==> src/logic/crt_pkg.sv <==
package crt_pkg;

	// ------------------------------------------------------------
	// Clock and timing figures
	// ------------------------------------------------------------
	localparam int CLK_NS           = 4;
	localparam int CLK_PS           = 4000;
	localparam int PD_XFER_NS       = 1000;
	localparam int PEDESTAL_NS      = 4000;
	localparam int VDELAY_NS        = 1000;
	localparam int VSHIFT_NS        = 1000;
	localparam int HDELAY_NS        = 200;
	localparam int HPIX_PS          = 25000;
	localparam int RESET_PULSE_PS   = 2500;
	localparam int SHUT_PULSE_NS    = 1000;
	localparam int SHUT_DELAY_NS    = 1000;
	localparam int LINE_DUAL_NS     = 23000;
	localparam int LINE_SINGLE_NS   = 44100;
	localparam int FRAME_QUAD_NS    = 14600000;
	localparam int FRAME_DUAL_NS    = 29100000;
	localparam int FRAME_SINGLE_NS  = 55700000;

	// Least times round up to whole cycles
	localparam int PD_XFER_CYC      = (PD_XFER_NS + CLK_NS - 1) / CLK_NS;
	localparam int PEDESTAL_CYC     = (PEDESTAL_NS + CLK_NS - 1) / CLK_NS;
	localparam int VDELAY_CYC       = (VDELAY_NS + CLK_NS - 1) / CLK_NS;
	localparam int VSHIFT_CYC       = (VSHIFT_NS + CLK_NS - 1) / CLK_NS;
	localparam int HDELAY_CYC       = (HDELAY_NS + CLK_NS - 1) / CLK_NS;
	localparam int HPIX_CYC         = (HPIX_PS + CLK_PS - 1) / CLK_PS;
	localparam int RESET_PULSE_CYC  = (RESET_PULSE_PS + CLK_PS - 1) / CLK_PS;
	localparam int SHUT_PULSE_CYC   = (SHUT_PULSE_NS + CLK_NS - 1) / CLK_NS;
	localparam int SHUT_DELAY_CYC   = (SHUT_DELAY_NS + CLK_NS - 1) / CLK_NS;
	localparam int LINE_DUAL_CYC    = (LINE_DUAL_NS + CLK_NS - 1) / CLK_NS;
	localparam int LINE_SINGLE_CYC  = (LINE_SINGLE_NS + CLK_NS - 1) / CLK_NS;
	localparam int FRAME_QUAD_CYC   = (FRAME_QUAD_NS + CLK_NS - 1) / CLK_NS;
	localparam int FRAME_DUAL_CYC   = (FRAME_DUAL_NS + CLK_NS - 1) / CLK_NS;
	localparam int FRAME_SINGLE_CYC = (FRAME_SINGLE_NS + CLK_NS - 1) / CLK_NS;

	// ------------------------------------------------------------
	// Widths and frame geometry
	// ------------------------------------------------------------
	localparam int TIMER_W          = 24;
	localparam int LINE_W           = 16;
	localparam int CNT_W            = 11;
	localparam int PIXW             = 4;
	localparam int NUM_HREG         = 4;
	localparam logic [CNT_W-1:0] LINES_SHORT  = 11'h278;
	localparam logic [CNT_W-1:0] LINES_LONG   = 11'h4F0;
	localparam logic [CNT_W-1:0] PIXELS_SHORT = 11'h355;
	localparam logic [CNT_W-1:0] PIXELS_LONG  = 11'h6AA;

	// ------------------------------------------------------------
	// Pin levels
	// ------------------------------------------------------------
	localparam logic [1:0] V1_LOW  = 2'h0;
	localparam logic [1:0] V1_MID  = 2'h1;
	localparam logic [1:0] V1_HIGH = 2'h2;
	localparam logic       V_LOW   = 1'b0;
	localparam logic       V_HIGH  = 1'b1;
	localparam logic       H_OFF   = 1'b1;
	localparam logic [1:0] VSTEP_LAST = 2'h3;

	// Horizontal register index
	localparam int HREG_A = 0;
	localparam int HREG_B = 1;
	localparam int HREG_C = 2;
	localparam int HREG_D = 3;

	// ------------------------------------------------------------
	// Types
	// ------------------------------------------------------------
	typedef enum logic [1:0] {
		MODE_QUAD,
		MODE_DUAL_AB,
		MODE_DUAL_AC,
		MODE_SINGLE
	} crt_mode_t;

	typedef struct packed {
		logic [1:0] phase1;
		logic       phase2;
		logic       phase3;
		logic       phase4;
	} crt_vert_t;

	typedef struct packed {
		logic h1Storage;
		logic h1Barrier;
		logic h2Storage;
		logic h2Barrier;
		logic lastPhase;
		logic resetGate;
	} crt_horiz_t;

	typedef struct packed {
		crt_vert_t                   top;
		crt_vert_t                   bottom;
		crt_horiz_t [NUM_HREG-1:0]   horiz;
		logic                        shutterPulseLevel;
	} crt_pins_t;

endpackage

==> src/logic/crt_hclk_gen.sv <==
`timescale 1ns/1ns
module crt_hclk_gen
	import crt_pkg::*;
(
	// Clock and reset
	input  wire logic             clk,
	input  wire logic             srst,
	// Line request
	input  wire logic             start,
	input  wire logic [CNT_W-1:0] pixelCount,
	// Patterns
	output logic                  storagePat,
	output logic                  barrierPat,
	output logic                  resetPat,
	output logic                  done
);

	localparam logic [PIXW-1:0] PIX_LAST  = PIXW'(HPIX_CYC - 1);
	localparam logic [PIXW-1:0] PIX_HALF  = PIXW'(HPIX_CYC / 2);
	localparam logic [PIXW-1:0] RST_WIDTH = PIXW'(RESET_PULSE_CYC);

	logic             busy, next_busy;
	logic [PIXW-1:0]  phase, next_phase;
	logic [CNT_W-1:0] left, next_left;
	logic             next_storagePat, next_resetPat, next_done;

	always_comb begin
		next_busy       = busy;
		next_phase      = phase;
		next_left       = left;
		next_done       = 1'b0;
		next_storagePat = storagePat;
		next_resetPat   = 1'b0;
		if (!busy) begin
			if (start && pixelCount != '0) begin
				next_busy  = 1'b1;
				next_phase = '0;
				next_left  = pixelCount;
			end
		end else begin
			// One pixel period of seven cycles, high for the first three then low for four
			next_storagePat = (phase < PIX_HALF);
			next_resetPat   = (phase < RST_WIDTH);
			if (phase == PIX_LAST) begin
				next_phase = '0;
				next_left  = left - CNT_W'(1);
				if (left == CNT_W'(1)) begin
					next_busy       = 1'b0;
					next_done       = 1'b1;
					next_storagePat = 1'b0;
				end
			end else begin
				next_phase = phase + PIXW'(1);
			end
		end
	end

	always_ff @(posedge clk) begin
		if (srst) begin
			busy       <= 1'b0;
			phase      <= '0;
			left       <= '0;
			storagePat <= 1'b0;
			resetPat   <= 1'b0;
			done       <= 1'b0;
		end else begin
			busy       <= next_busy;
			phase      <= next_phase;
			left       <= next_left;
			storagePat <= next_storagePat;
			resetPat   <= next_resetPat;
			done       <= next_done;
		end
	end

	assign barrierPat = storagePat;

endmodule

==> src/logic/crt_timing_gen.sv <==
`timescale 1ns/1ns
module crt_timing_gen
	import crt_pkg::*;
#(
	parameter int unsigned LINE_DUAL_MIN    = LINE_DUAL_CYC,
	parameter int unsigned LINE_SINGLE_MIN  = LINE_SINGLE_CYC,
	parameter int unsigned FRAME_QUAD_MIN   = FRAME_QUAD_CYC,
	parameter int unsigned FRAME_DUAL_MIN   = FRAME_DUAL_CYC,
	parameter int unsigned FRAME_SINGLE_MIN = FRAME_SINGLE_CYC
)
(
	// Clock and reset
	input  wire logic               clk,
	input  wire logic               srst,
	// Frame control
	input  wire logic               run,
	input  wire crt_mode_t          modeSelect,
	input  wire logic               shutterReq,
	input  wire logic [TIMER_W-1:0] exposureCycles,
	// Power and identification status
	input  wire logic               protectionSupplyStable,
	input  wire logic               substrateAbove3V,
	input  wire logic               idReadDone,
	// Sensor pins
	output crt_pins_t               pins,
	// Status and enables
	output logic                    biasEnable,
	output logic                    idCircuitEnable,
	output logic                    frameActive,
	output crt_mode_t               modeActive
);

	// ------------------------------------------------------------
	// Constants at counter width
	// ------------------------------------------------------------
	localparam logic [TIMER_W-1:0] T_PD     = TIMER_W'(PD_XFER_CYC - 1);
	localparam logic [TIMER_W-1:0] T_PED    = TIMER_W'(PEDESTAL_CYC - 1);
	localparam logic [TIMER_W-1:0] T_VDELAY = TIMER_W'(VDELAY_CYC - 1);
	localparam logic [TIMER_W-1:0] T_VSHIFT = TIMER_W'(VSHIFT_CYC - 1);
	localparam logic [TIMER_W-1:0] T_HDELAY = TIMER_W'(HDELAY_CYC - 1);
	localparam logic [TIMER_W-1:0] T_SHUT   = TIMER_W'(SHUT_PULSE_CYC - 1);
	localparam logic [TIMER_W-1:0] T_SDELAY = TIMER_W'(SHUT_DELAY_CYC - 1);
	localparam logic [TIMER_W-1:0] SDELAY   = TIMER_W'(SHUT_DELAY_CYC);
	localparam logic [LINE_W-1:0]  L_DUAL   = LINE_W'(LINE_DUAL_MIN - 1);
	localparam logic [LINE_W-1:0]  L_SINGLE = LINE_W'(LINE_SINGLE_MIN - 1);
	localparam logic [TIMER_W-1:0] F_QUAD   = TIMER_W'(FRAME_QUAD_MIN - 1);
	localparam logic [TIMER_W-1:0] F_DUAL   = TIMER_W'(FRAME_DUAL_MIN - 1);
	localparam logic [TIMER_W-1:0] F_SINGLE = TIMER_W'(FRAME_SINGLE_MIN - 1);

	typedef enum logic [3:0] {
		S_POWER,
		S_IDLE,
		S_SHUT_WAIT,
		S_SHUT,
		S_EXPO,
		S_PED_LEAD,
		S_PD_XFER,
		S_PED_TRAIL,
		S_VDELAY,
		S_VSHIFT,
		S_HDELAY,
		S_HSHIFT,
		S_LINE_PAD,
		S_FRAME_PAD
	} crt_state_t;

	// ------------------------------------------------------------
	// State
	// ------------------------------------------------------------
	crt_state_t         state, next_state;
	crt_mode_t          next_modeActive;
	logic [TIMER_W-1:0] timer, next_timer;
	logic [TIMER_W-1:0] frameCnt, next_frameCnt;
	logic [LINE_W-1:0]  lineCnt, next_lineCnt;
	logic [CNT_W-1:0]   lineIdx, next_lineIdx;
	logic [1:0]         vStep, next_vStep;
	logic               hStart, next_hStart;
	logic               next_biasEnable, next_idCircuitEnable, next_frameActive;
	crt_pins_t          next_pins;

	// Mode-dependent geometry
	logic [CNT_W-1:0]   linesTotal, pixelsTotal;
	logic [LINE_W-1:0]  lineMin;
	logic [TIMER_W-1:0] frameMin;
	logic [TIMER_W-1:0] expoHold;

	// Horizontal pattern source
	logic hStorage, hBarrier, hReset, hDone;

	crt_hclk_gen u_hclk (
		.clk        (clk),
		.srst       (srst),
		.start      (hStart),
		.pixelCount (pixelsTotal),
		.storagePat (hStorage),
		.barrierPat (hBarrier),
		.resetPat   (hReset),
		.done       (hDone)
	);

	// ------------------------------------------------------------
	// Geometry per mode
	// ------------------------------------------------------------
	always_comb begin
		case (modeActive)
			MODE_QUAD: begin
				linesTotal  = LINES_SHORT;
				pixelsTotal = PIXELS_SHORT;
				lineMin     = L_DUAL;
				frameMin    = F_QUAD;
			end
			MODE_DUAL_AB: begin
				linesTotal  = LINES_LONG;
				pixelsTotal = PIXELS_SHORT;
				lineMin     = L_SINGLE;
				frameMin    = F_DUAL;
			end
			MODE_DUAL_AC: begin
				linesTotal  = LINES_SHORT;
				pixelsTotal = PIXELS_LONG;
				lineMin     = L_DUAL;
				frameMin    = F_DUAL;
			end
			default: begin
				linesTotal  = LINES_LONG;
				pixelsTotal = PIXELS_LONG;
				lineMin     = L_SINGLE;
				frameMin    = F_SINGLE;
			end
		endcase
		// Exposure never shorter than the shutter delay
		expoHold = (exposureCycles > SDELAY) ? exposureCycles - TIMER_W'(1) : T_SDELAY;
	end

	// ------------------------------------------------------------
	// Vertical pattern per step
	// ------------------------------------------------------------
	function automatic crt_vert_t vert_step(input logic [1:0] step);
		crt_vert_t v;
		v.phase1 = (step == 2'h0 || step == 2'h3) ? V1_MID : V1_LOW;
		v.phase2 = (step == 2'h0 || step == 2'h1) ? V_HIGH : V_LOW;
		v.phase3 = (step == 2'h1 || step == 2'h2) ? V_HIGH : V_LOW;
		v.phase4 = (step == 2'h2 || step == 2'h3) ? V_HIGH : V_LOW;
		return v;
	endfunction

	// ------------------------------------------------------------
	// Sequencer
	// ------------------------------------------------------------
	always_comb begin
		next_state           = state;
		next_modeActive      = modeActive;
		next_timer           = (timer != '0) ? timer - TIMER_W'(1) : timer;
		next_frameCnt        = frameCnt + TIMER_W'(1);
		next_lineCnt         = lineCnt + LINE_W'(1);
		next_lineIdx         = lineIdx;
		next_vStep           = vStep;
		next_hStart          = 1'b0;
		next_biasEnable      = biasEnable;
		next_idCircuitEnable = idCircuitEnable && !idReadDone;
		case (state)
			S_POWER: begin
				if (protectionSupplyStable && substrateAbove3V) begin
					next_biasEnable = 1'b1;
					next_state      = S_IDLE;
				end
			end
			S_IDLE: begin
				if (run) begin
					next_modeActive = modeSelect;
					next_frameCnt   = '0;
					if (shutterReq && protectionSupplyStable) begin
						next_state = S_SHUT_WAIT;
						next_timer = T_SDELAY;
					end else begin
						next_state = S_PED_LEAD;
						next_timer = T_PED;
					end
				end
			end
			S_SHUT_WAIT: begin
				if (timer == '0) begin
					next_state = S_SHUT;
					next_timer = T_SHUT;
				end
			end
			S_SHUT: begin
				if (timer == '0) begin
					next_state = S_EXPO;
					next_timer = expoHold;
				end
			end
			S_EXPO: begin
				if (timer == '0) begin
					next_state = S_PED_LEAD;
					next_timer = T_PED;
				end
			end
			S_PED_LEAD: begin
				if (timer == '0) begin
					next_state = S_PD_XFER;
					next_timer = T_PD;
				end
			end
			S_PD_XFER: begin
				if (timer == '0) begin
					// Phase one falls here, moving the row and ending integration
					next_state = S_PED_TRAIL;
					next_timer = T_PED;
				end
			end
			S_PED_TRAIL: begin
				if (timer == '0) begin
					next_state   = S_VDELAY;
					next_timer   = T_VDELAY;
					next_lineIdx = '0;
					next_lineCnt = '0;
				end
			end
			S_VDELAY: begin
				if (timer == '0) begin
					next_state = S_VSHIFT;
					next_vStep = '0;
					next_timer = T_VSHIFT;
				end
			end
			S_VSHIFT: begin
				if (timer == '0) begin
					next_vStep = vStep + 2'h1;
					next_timer = T_VSHIFT;
					if (vStep == VSTEP_LAST) begin
						next_state = S_HDELAY;
						next_timer = T_HDELAY;
					end
				end
			end
			S_HDELAY: begin
				if (timer == '0) begin
					next_state  = S_HSHIFT;
					next_hStart = 1'b1;
				end
			end
			S_HSHIFT: begin
				if (hDone) begin
					next_state = S_LINE_PAD;
				end
			end
			S_LINE_PAD: begin
				if (lineCnt >= lineMin) begin
					if (lineIdx == linesTotal - CNT_W'(1)) begin
						next_state = S_FRAME_PAD;
					end else begin
						next_lineIdx = lineIdx + CNT_W'(1);
						next_lineCnt = '0;
						next_state   = S_VDELAY;
						next_timer   = T_VDELAY;
					end
				end
			end
			S_FRAME_PAD: begin
				if (frameCnt >= frameMin) begin
					next_state = S_IDLE;
				end
			end
			default: begin
				next_state = S_POWER;
			end
		endcase
		if (next_frameCnt == '0 && frameCnt != '0 && state != S_IDLE) begin
			next_frameCnt = frameCnt;
		end
		if (next_lineCnt == '0 && lineCnt != '0 && state == S_LINE_PAD && next_state == S_LINE_PAD) begin
			next_lineCnt = lineCnt;
		end
		next_frameActive = (next_state != S_POWER) && (next_state != S_IDLE);
	end

	// ------------------------------------------------------------
	// Pin mapping
	// ------------------------------------------------------------
	crt_vert_t  vertPat;
	crt_horiz_t normalPat, reversePat, offPat;
	crt_horiz_t horizNext [NUM_HREG];

	always_comb begin
		vertPat = vert_step(2'h0);
		if (state == S_VSHIFT) begin
			vertPat = vert_step(vStep);
		end else if (state == S_PD_XFER) begin
			vertPat.phase1 = V1_HIGH;
		end
	end

	assign normalPat  = '{hStorage, hBarrier, !hStorage, !hBarrier, !hStorage, hReset};
	assign reversePat = '{!hStorage, !hBarrier, hStorage, hBarrier, hStorage, hReset};
	assign offPat     = '{H_OFF, H_OFF, H_OFF, H_OFF, H_OFF, H_OFF};

	generate
		for (genvar i = 0; i < NUM_HREG; i++) begin : g_hreg
			always_comb begin
				horizNext[i] = offPat;
				case (i)
					HREG_A: horizNext[i] = normalPat;
					HREG_B: horizNext[i] = (modeActive == MODE_QUAD || modeActive == MODE_DUAL_AB) ?
						normalPat : reversePat;
					HREG_C: horizNext[i] = (modeActive == MODE_QUAD || modeActive == MODE_DUAL_AC) ?
						normalPat : offPat;
					HREG_D: horizNext[i] = (modeActive == MODE_QUAD) ? normalPat : offPat;
					default: horizNext[i] = offPat;
				endcase
			end
		end
	endgenerate

	always_comb begin
		next_pins        = pins;
		next_pins.bottom = vertPat;
		if (modeActive == MODE_QUAD || modeActive == MODE_DUAL_AC) begin
			next_pins.top = vertPat;
		end else begin
			next_pins.top.phase1 = vertPat.phase1;
			next_pins.top.phase2 = vertPat.phase4;
			next_pins.top.phase3 = vertPat.phase3;
			next_pins.top.phase4 = vertPat.phase2;
		end
		for (int k = 0; k < NUM_HREG; k++) begin
			next_pins.horiz[k] = horizNext[k];
		end
		next_pins.shutterPulseLevel = (state == S_SHUT) && protectionSupplyStable;
	end

	// ------------------------------------------------------------
	// Registers
	// ------------------------------------------------------------
	always_ff @(posedge clk) begin
		if (srst) begin
			state           <= S_POWER;
			modeActive      <= MODE_QUAD;
			timer           <= '0;
			frameCnt        <= '0;
			lineCnt         <= '0;
			lineIdx         <= '0;
			vStep           <= '0;
			hStart          <= 1'b0;
			biasEnable      <= 1'b0;
			idCircuitEnable <= 1'b1;
			frameActive     <= 1'b0;
			pins            <= '0;
		end else begin
			state           <= next_state;
			modeActive      <= next_modeActive;
			timer           <= next_timer;
			frameCnt        <= next_frameCnt;
			lineCnt         <= next_lineCnt;
			lineIdx         <= next_lineIdx;
			vStep           <= next_vStep;
			hStart          <= next_hStart;
			biasEnable      <= next_biasEnable;
			idCircuitEnable <= next_idCircuitEnable;
			frameActive     <= next_frameActive;
			pins            <= next_pins;
		end
	end

endmodule

==> config.mk <==
export PLATFORM = sky130hd
export DESIGN_NAME = crt_timing_gen
export DESIGN_NICKNAME = d
export VERILOG_FILES = /design/src/logic/crt_pkg.sv /design/src/logic/crt_hclk_gen.sv /design/src/logic/crt_timing_gen.sv
export SDC_FILE = /design/constraint.sdc
export NUM_CORES = 1
export LEC_CHECK = 0
export ABC_AREA = 1
export BUFFER_PORTS_ARGS = -buffer_cell sky130_fd_sc_hd__buf_4
export CORE_ASPECT_RATIO = 1.25
export CORE_UTILIZATION = 60
export CTS_BUF_LIST = sky130_fd_sc_hd__clkbuf_2
export CTS_CLUSTER_SIZE = 28
export DETAILED_ROUTE_END_ITERATION = 8
export PLACE_DENSITY = 0.8
export SETUP_SLACK_MARGIN = 0.05
export SKIP_LAST_GASP = 1
export SYNTH_ARGS = -nofsm -noshare
export SYNTH_HDL_FRONTEND = slang
export SYNTH_SLANG_ARGS = --single-unit
==> constraint.sdc <==
create_clock -name clk -period 6 [get_ports clk]
set_input_delay 0 -clock clk [delete_from_list [all_inputs] [get_ports clk]]
set_output_delay 0 -clock clk [all_outputs]
set_load 0.05 [all_outputs]
==> run metrics <==
crit path max fanout 15; Setup crit end kind register; routed len/inst 16.0 um; total track usage 39.1%; first-pass GRT wire length 44600 um; WL final 26300 um; Die Wd 109 um; HPWL Detailed 18000 um; combinational share of power 45.9%; antenna violations before repair 6; CP bufs+invs 3; PD cells 268 nW/um2; peak supply drop 0.000257 V; WP data required 6.65 ns; Max Transition Viols Final 0; DRC viols 0; syn_nets 1418; post-CTS setup buffers 0; CTS root buf clkbuf_2; CTS tree yes; Setup crit start kind register; Final period util 67.6%; clock latency on the worst-skew pair 0.75 ns; DRT Pass-1 Iters 5; CP peak stage delay 0.74 ns; Area contributors post-synth dfxtp_1 (29%), nand2_1 (12%), nor2_1 (8.6%); sw power 1.22 mW; Final ANT Viol Nets 0; layout cells sized above 1 10.9%; crit-path cells inv_1, ha_1, nand2_1, inv_1, nand2_1, nor2_1, nand3_1, nand2_1, nand2_1, nand2_1, o21ai_0, nor2_1, nand4_1, nand2_1, a21oi_1, dlygate4sd3_1; Post-Route Skew 0.0234 ns; slowest library cell on the worst path dfxtp_1; critical path arrival 4.71 ns; largest net degree at the start of global routing 69; Total Nets Final 1530; Crit Path Class reg -> reg; Max Freq 246 MHz; area delta synth->final 15.2%; yosys warns 0; internal power 1.45 mW; placed cell count 1551; final std cells w/o fill 1645; M2 GR Usage 63.2%; MaxCap Viol Count 0; Main synth FF type dfxtp_1; Synth area leader dfxtp_1; static leakage 4.54 nW; Post-Syn Instances 1345; Tightest Pin Transition 0.906 ns; Initial Util 62.0%; GR peak layer met2; FILL cells 1229; Worst Hold Class in -> reg; Post-synth top cells nand2_1 (287), nor2_1 (197), inv_1 (176), dfxtp_1 (125), nand3_1 (95); final setup TNS 0 ns; RSZ-0062 raised after global routing false; Clock Pin Slew Worst Setup and Hold Paths 0.18 ns; Num CTS Buffers 17; Switching Share 45.8%; met3 GRT Util 15.3%; met1 Usage GRT 43.3%; Via density 5.73; post-synth cell types 50; Final Hold Fails 0; vias in the first global route 9161; Rows 48; Seq/Total Area, Yosys 28.9%; mapped cell area 8640 um2; Yosys top cell area share 28.9%; DR iter-0 viols 1153; average cell area after synthesis 6.43 um2; register bit total from synthesis 125; asr flop ratio synth 0%; Die H 136 um; H-tree Lvls 4; io pins 73; clock sinks 125; Slew headroom 39.4%; GPL Wtd Cong 0.961; clk buf depth 2; core area 13900 um2; status finished, final reports clean; Crit path top cell by count nand2_1; die area 14900 um2; via count 9425; final hold slack 0.0933 ns; number of gates resized after CTS 0; Reg power frac 38.1%; CP top delay family simple AND/OR/NAND/NOR gates; Post-synth EDFFs 0; Setup violations, final 0; most frequent cell after synthesis nand2_1; Remaining Overflow, GRT 0; Clock power frac 16.0%; minimum clock period 4.06 ns; I/O Buffers 72
## flip-flops by register name, indices dropped and copies added, names as in the netlist, 2 cells and up
name	flops
modeActive	2
u_hclk.phase	4
state	4
timer	24
lineCnt	16
frameCnt	24
lineIdx	11
u_hclk.left	11
vStep	2
pins	19
## power groups by stage
stage               clock network [mW]  registers, mW  logic [mW]
floorplan                            0           1.05       0.873
global placement                     0           1.03        1.14
detailed placement                   0           1.03        1.15
CTS                              0.432           1.01        1.19
global route                     0.471           1.03        1.38
finish                           0.427           1.02        1.23
## cells in the final DEF, fill, tap and decap left out, types with 20 or more instances in the layout
master,netlist,layout
inv_1,176,176
a21oi_2,20,20
nand2_1,287,287
o21ai_0,68,68
nand3_1,95,95
nor2_1,197,197
nand4_1,30,30
buf_4,16,73
ha_1,40,40
nor3_1,31,31
dlygate4sd3_1,0,62
xor2_1,32,32
a21oi_1,81,81
dfxtp_1,125,125
## kinds of logic (layout without fill, tap and decap cells)
family                     Yosys count  after routing  synth area share, %
adders and majority gates           40             40                 5.79
DFF                                125            125                 28.9
and+or+nand+nor                    700            700                 35.9
xor gates and xnor gates            42             42                 4.26
other                                0              3                    0
AOI/OAI and AO/OA                  212            212                 14.3
buffers and inverters              226            348                 10.9
## layout make-up
cell class | count | area, um2 | share of cell area, %
repair buffers | 135 | 1170 | 11.7
flip-flops and latches | 125 | 2500 | 25.1
well taps | 175 | 219 | 2.20
multi-input cells | 994 | 5200 | 52.3
clock buffers | 18 | 90.1 | 0.905
clock inverters | 11 | 75.1 | 0.754
diodes | 3 | 7.51 | 0.0754
inverters | 184 | 691 | 6.94
## through the flow
| stage | cell area (um2) | setup slack [ns] | power (mW) | utilization (%) |
|---|---|---|---|---|
| after detailed placement | 9160 | 2.35 | 2.18 | 65.8 |
| after CTS | 9950 | 2.04 | 2.63 | 71.4 |
| final | 9960 | 1.94 | 2.67 | 71.5 |
| after global routing | 9950 | 1.57 | 2.88 | 71.4 |
| after floorplan | 8640 | 2.91 | 1.93 | - |
| after global placement | 9160 | 2.50 | 2.16 | 65.8 |
## layer usage
metal  part of all wire, %  up-vias
li1                      -     4615
met1                    38     4202
met2                    48      458
met3                   7.7      148
met4                   5.9        2
met5                 0.049        -
## what timing repair did
| item | CTS | global route |
|---|---|---|
| hold buffers | 62 | 0 |
| endpoints found under the setup margin | 0 | 0 |
| endpoints found under the hold margin | 63 | 0 |
## tightest hold or removal path, cell delays in order
cell and delay [ns]:
dlygate4sd3_1 0.55, buf_4 0.16, nand2_1 0.06, nor2_1 0.04
## path summary, 6_finish.rpt
kind	endpoint	cells past startpoint	slack, ns	startpoint
worst max-delay path	timer[11]	16	1.94	modeActive[0]
worst min register to register	idCircuitEnable	2	0.47	idCircuitEnable
worst max register to register	timer[11]	16	1.94	modeActive[0]
worst min-delay path	pins[0]	4	0.09	protectionSupplyStable
Power figures use the tool's default switching activity.
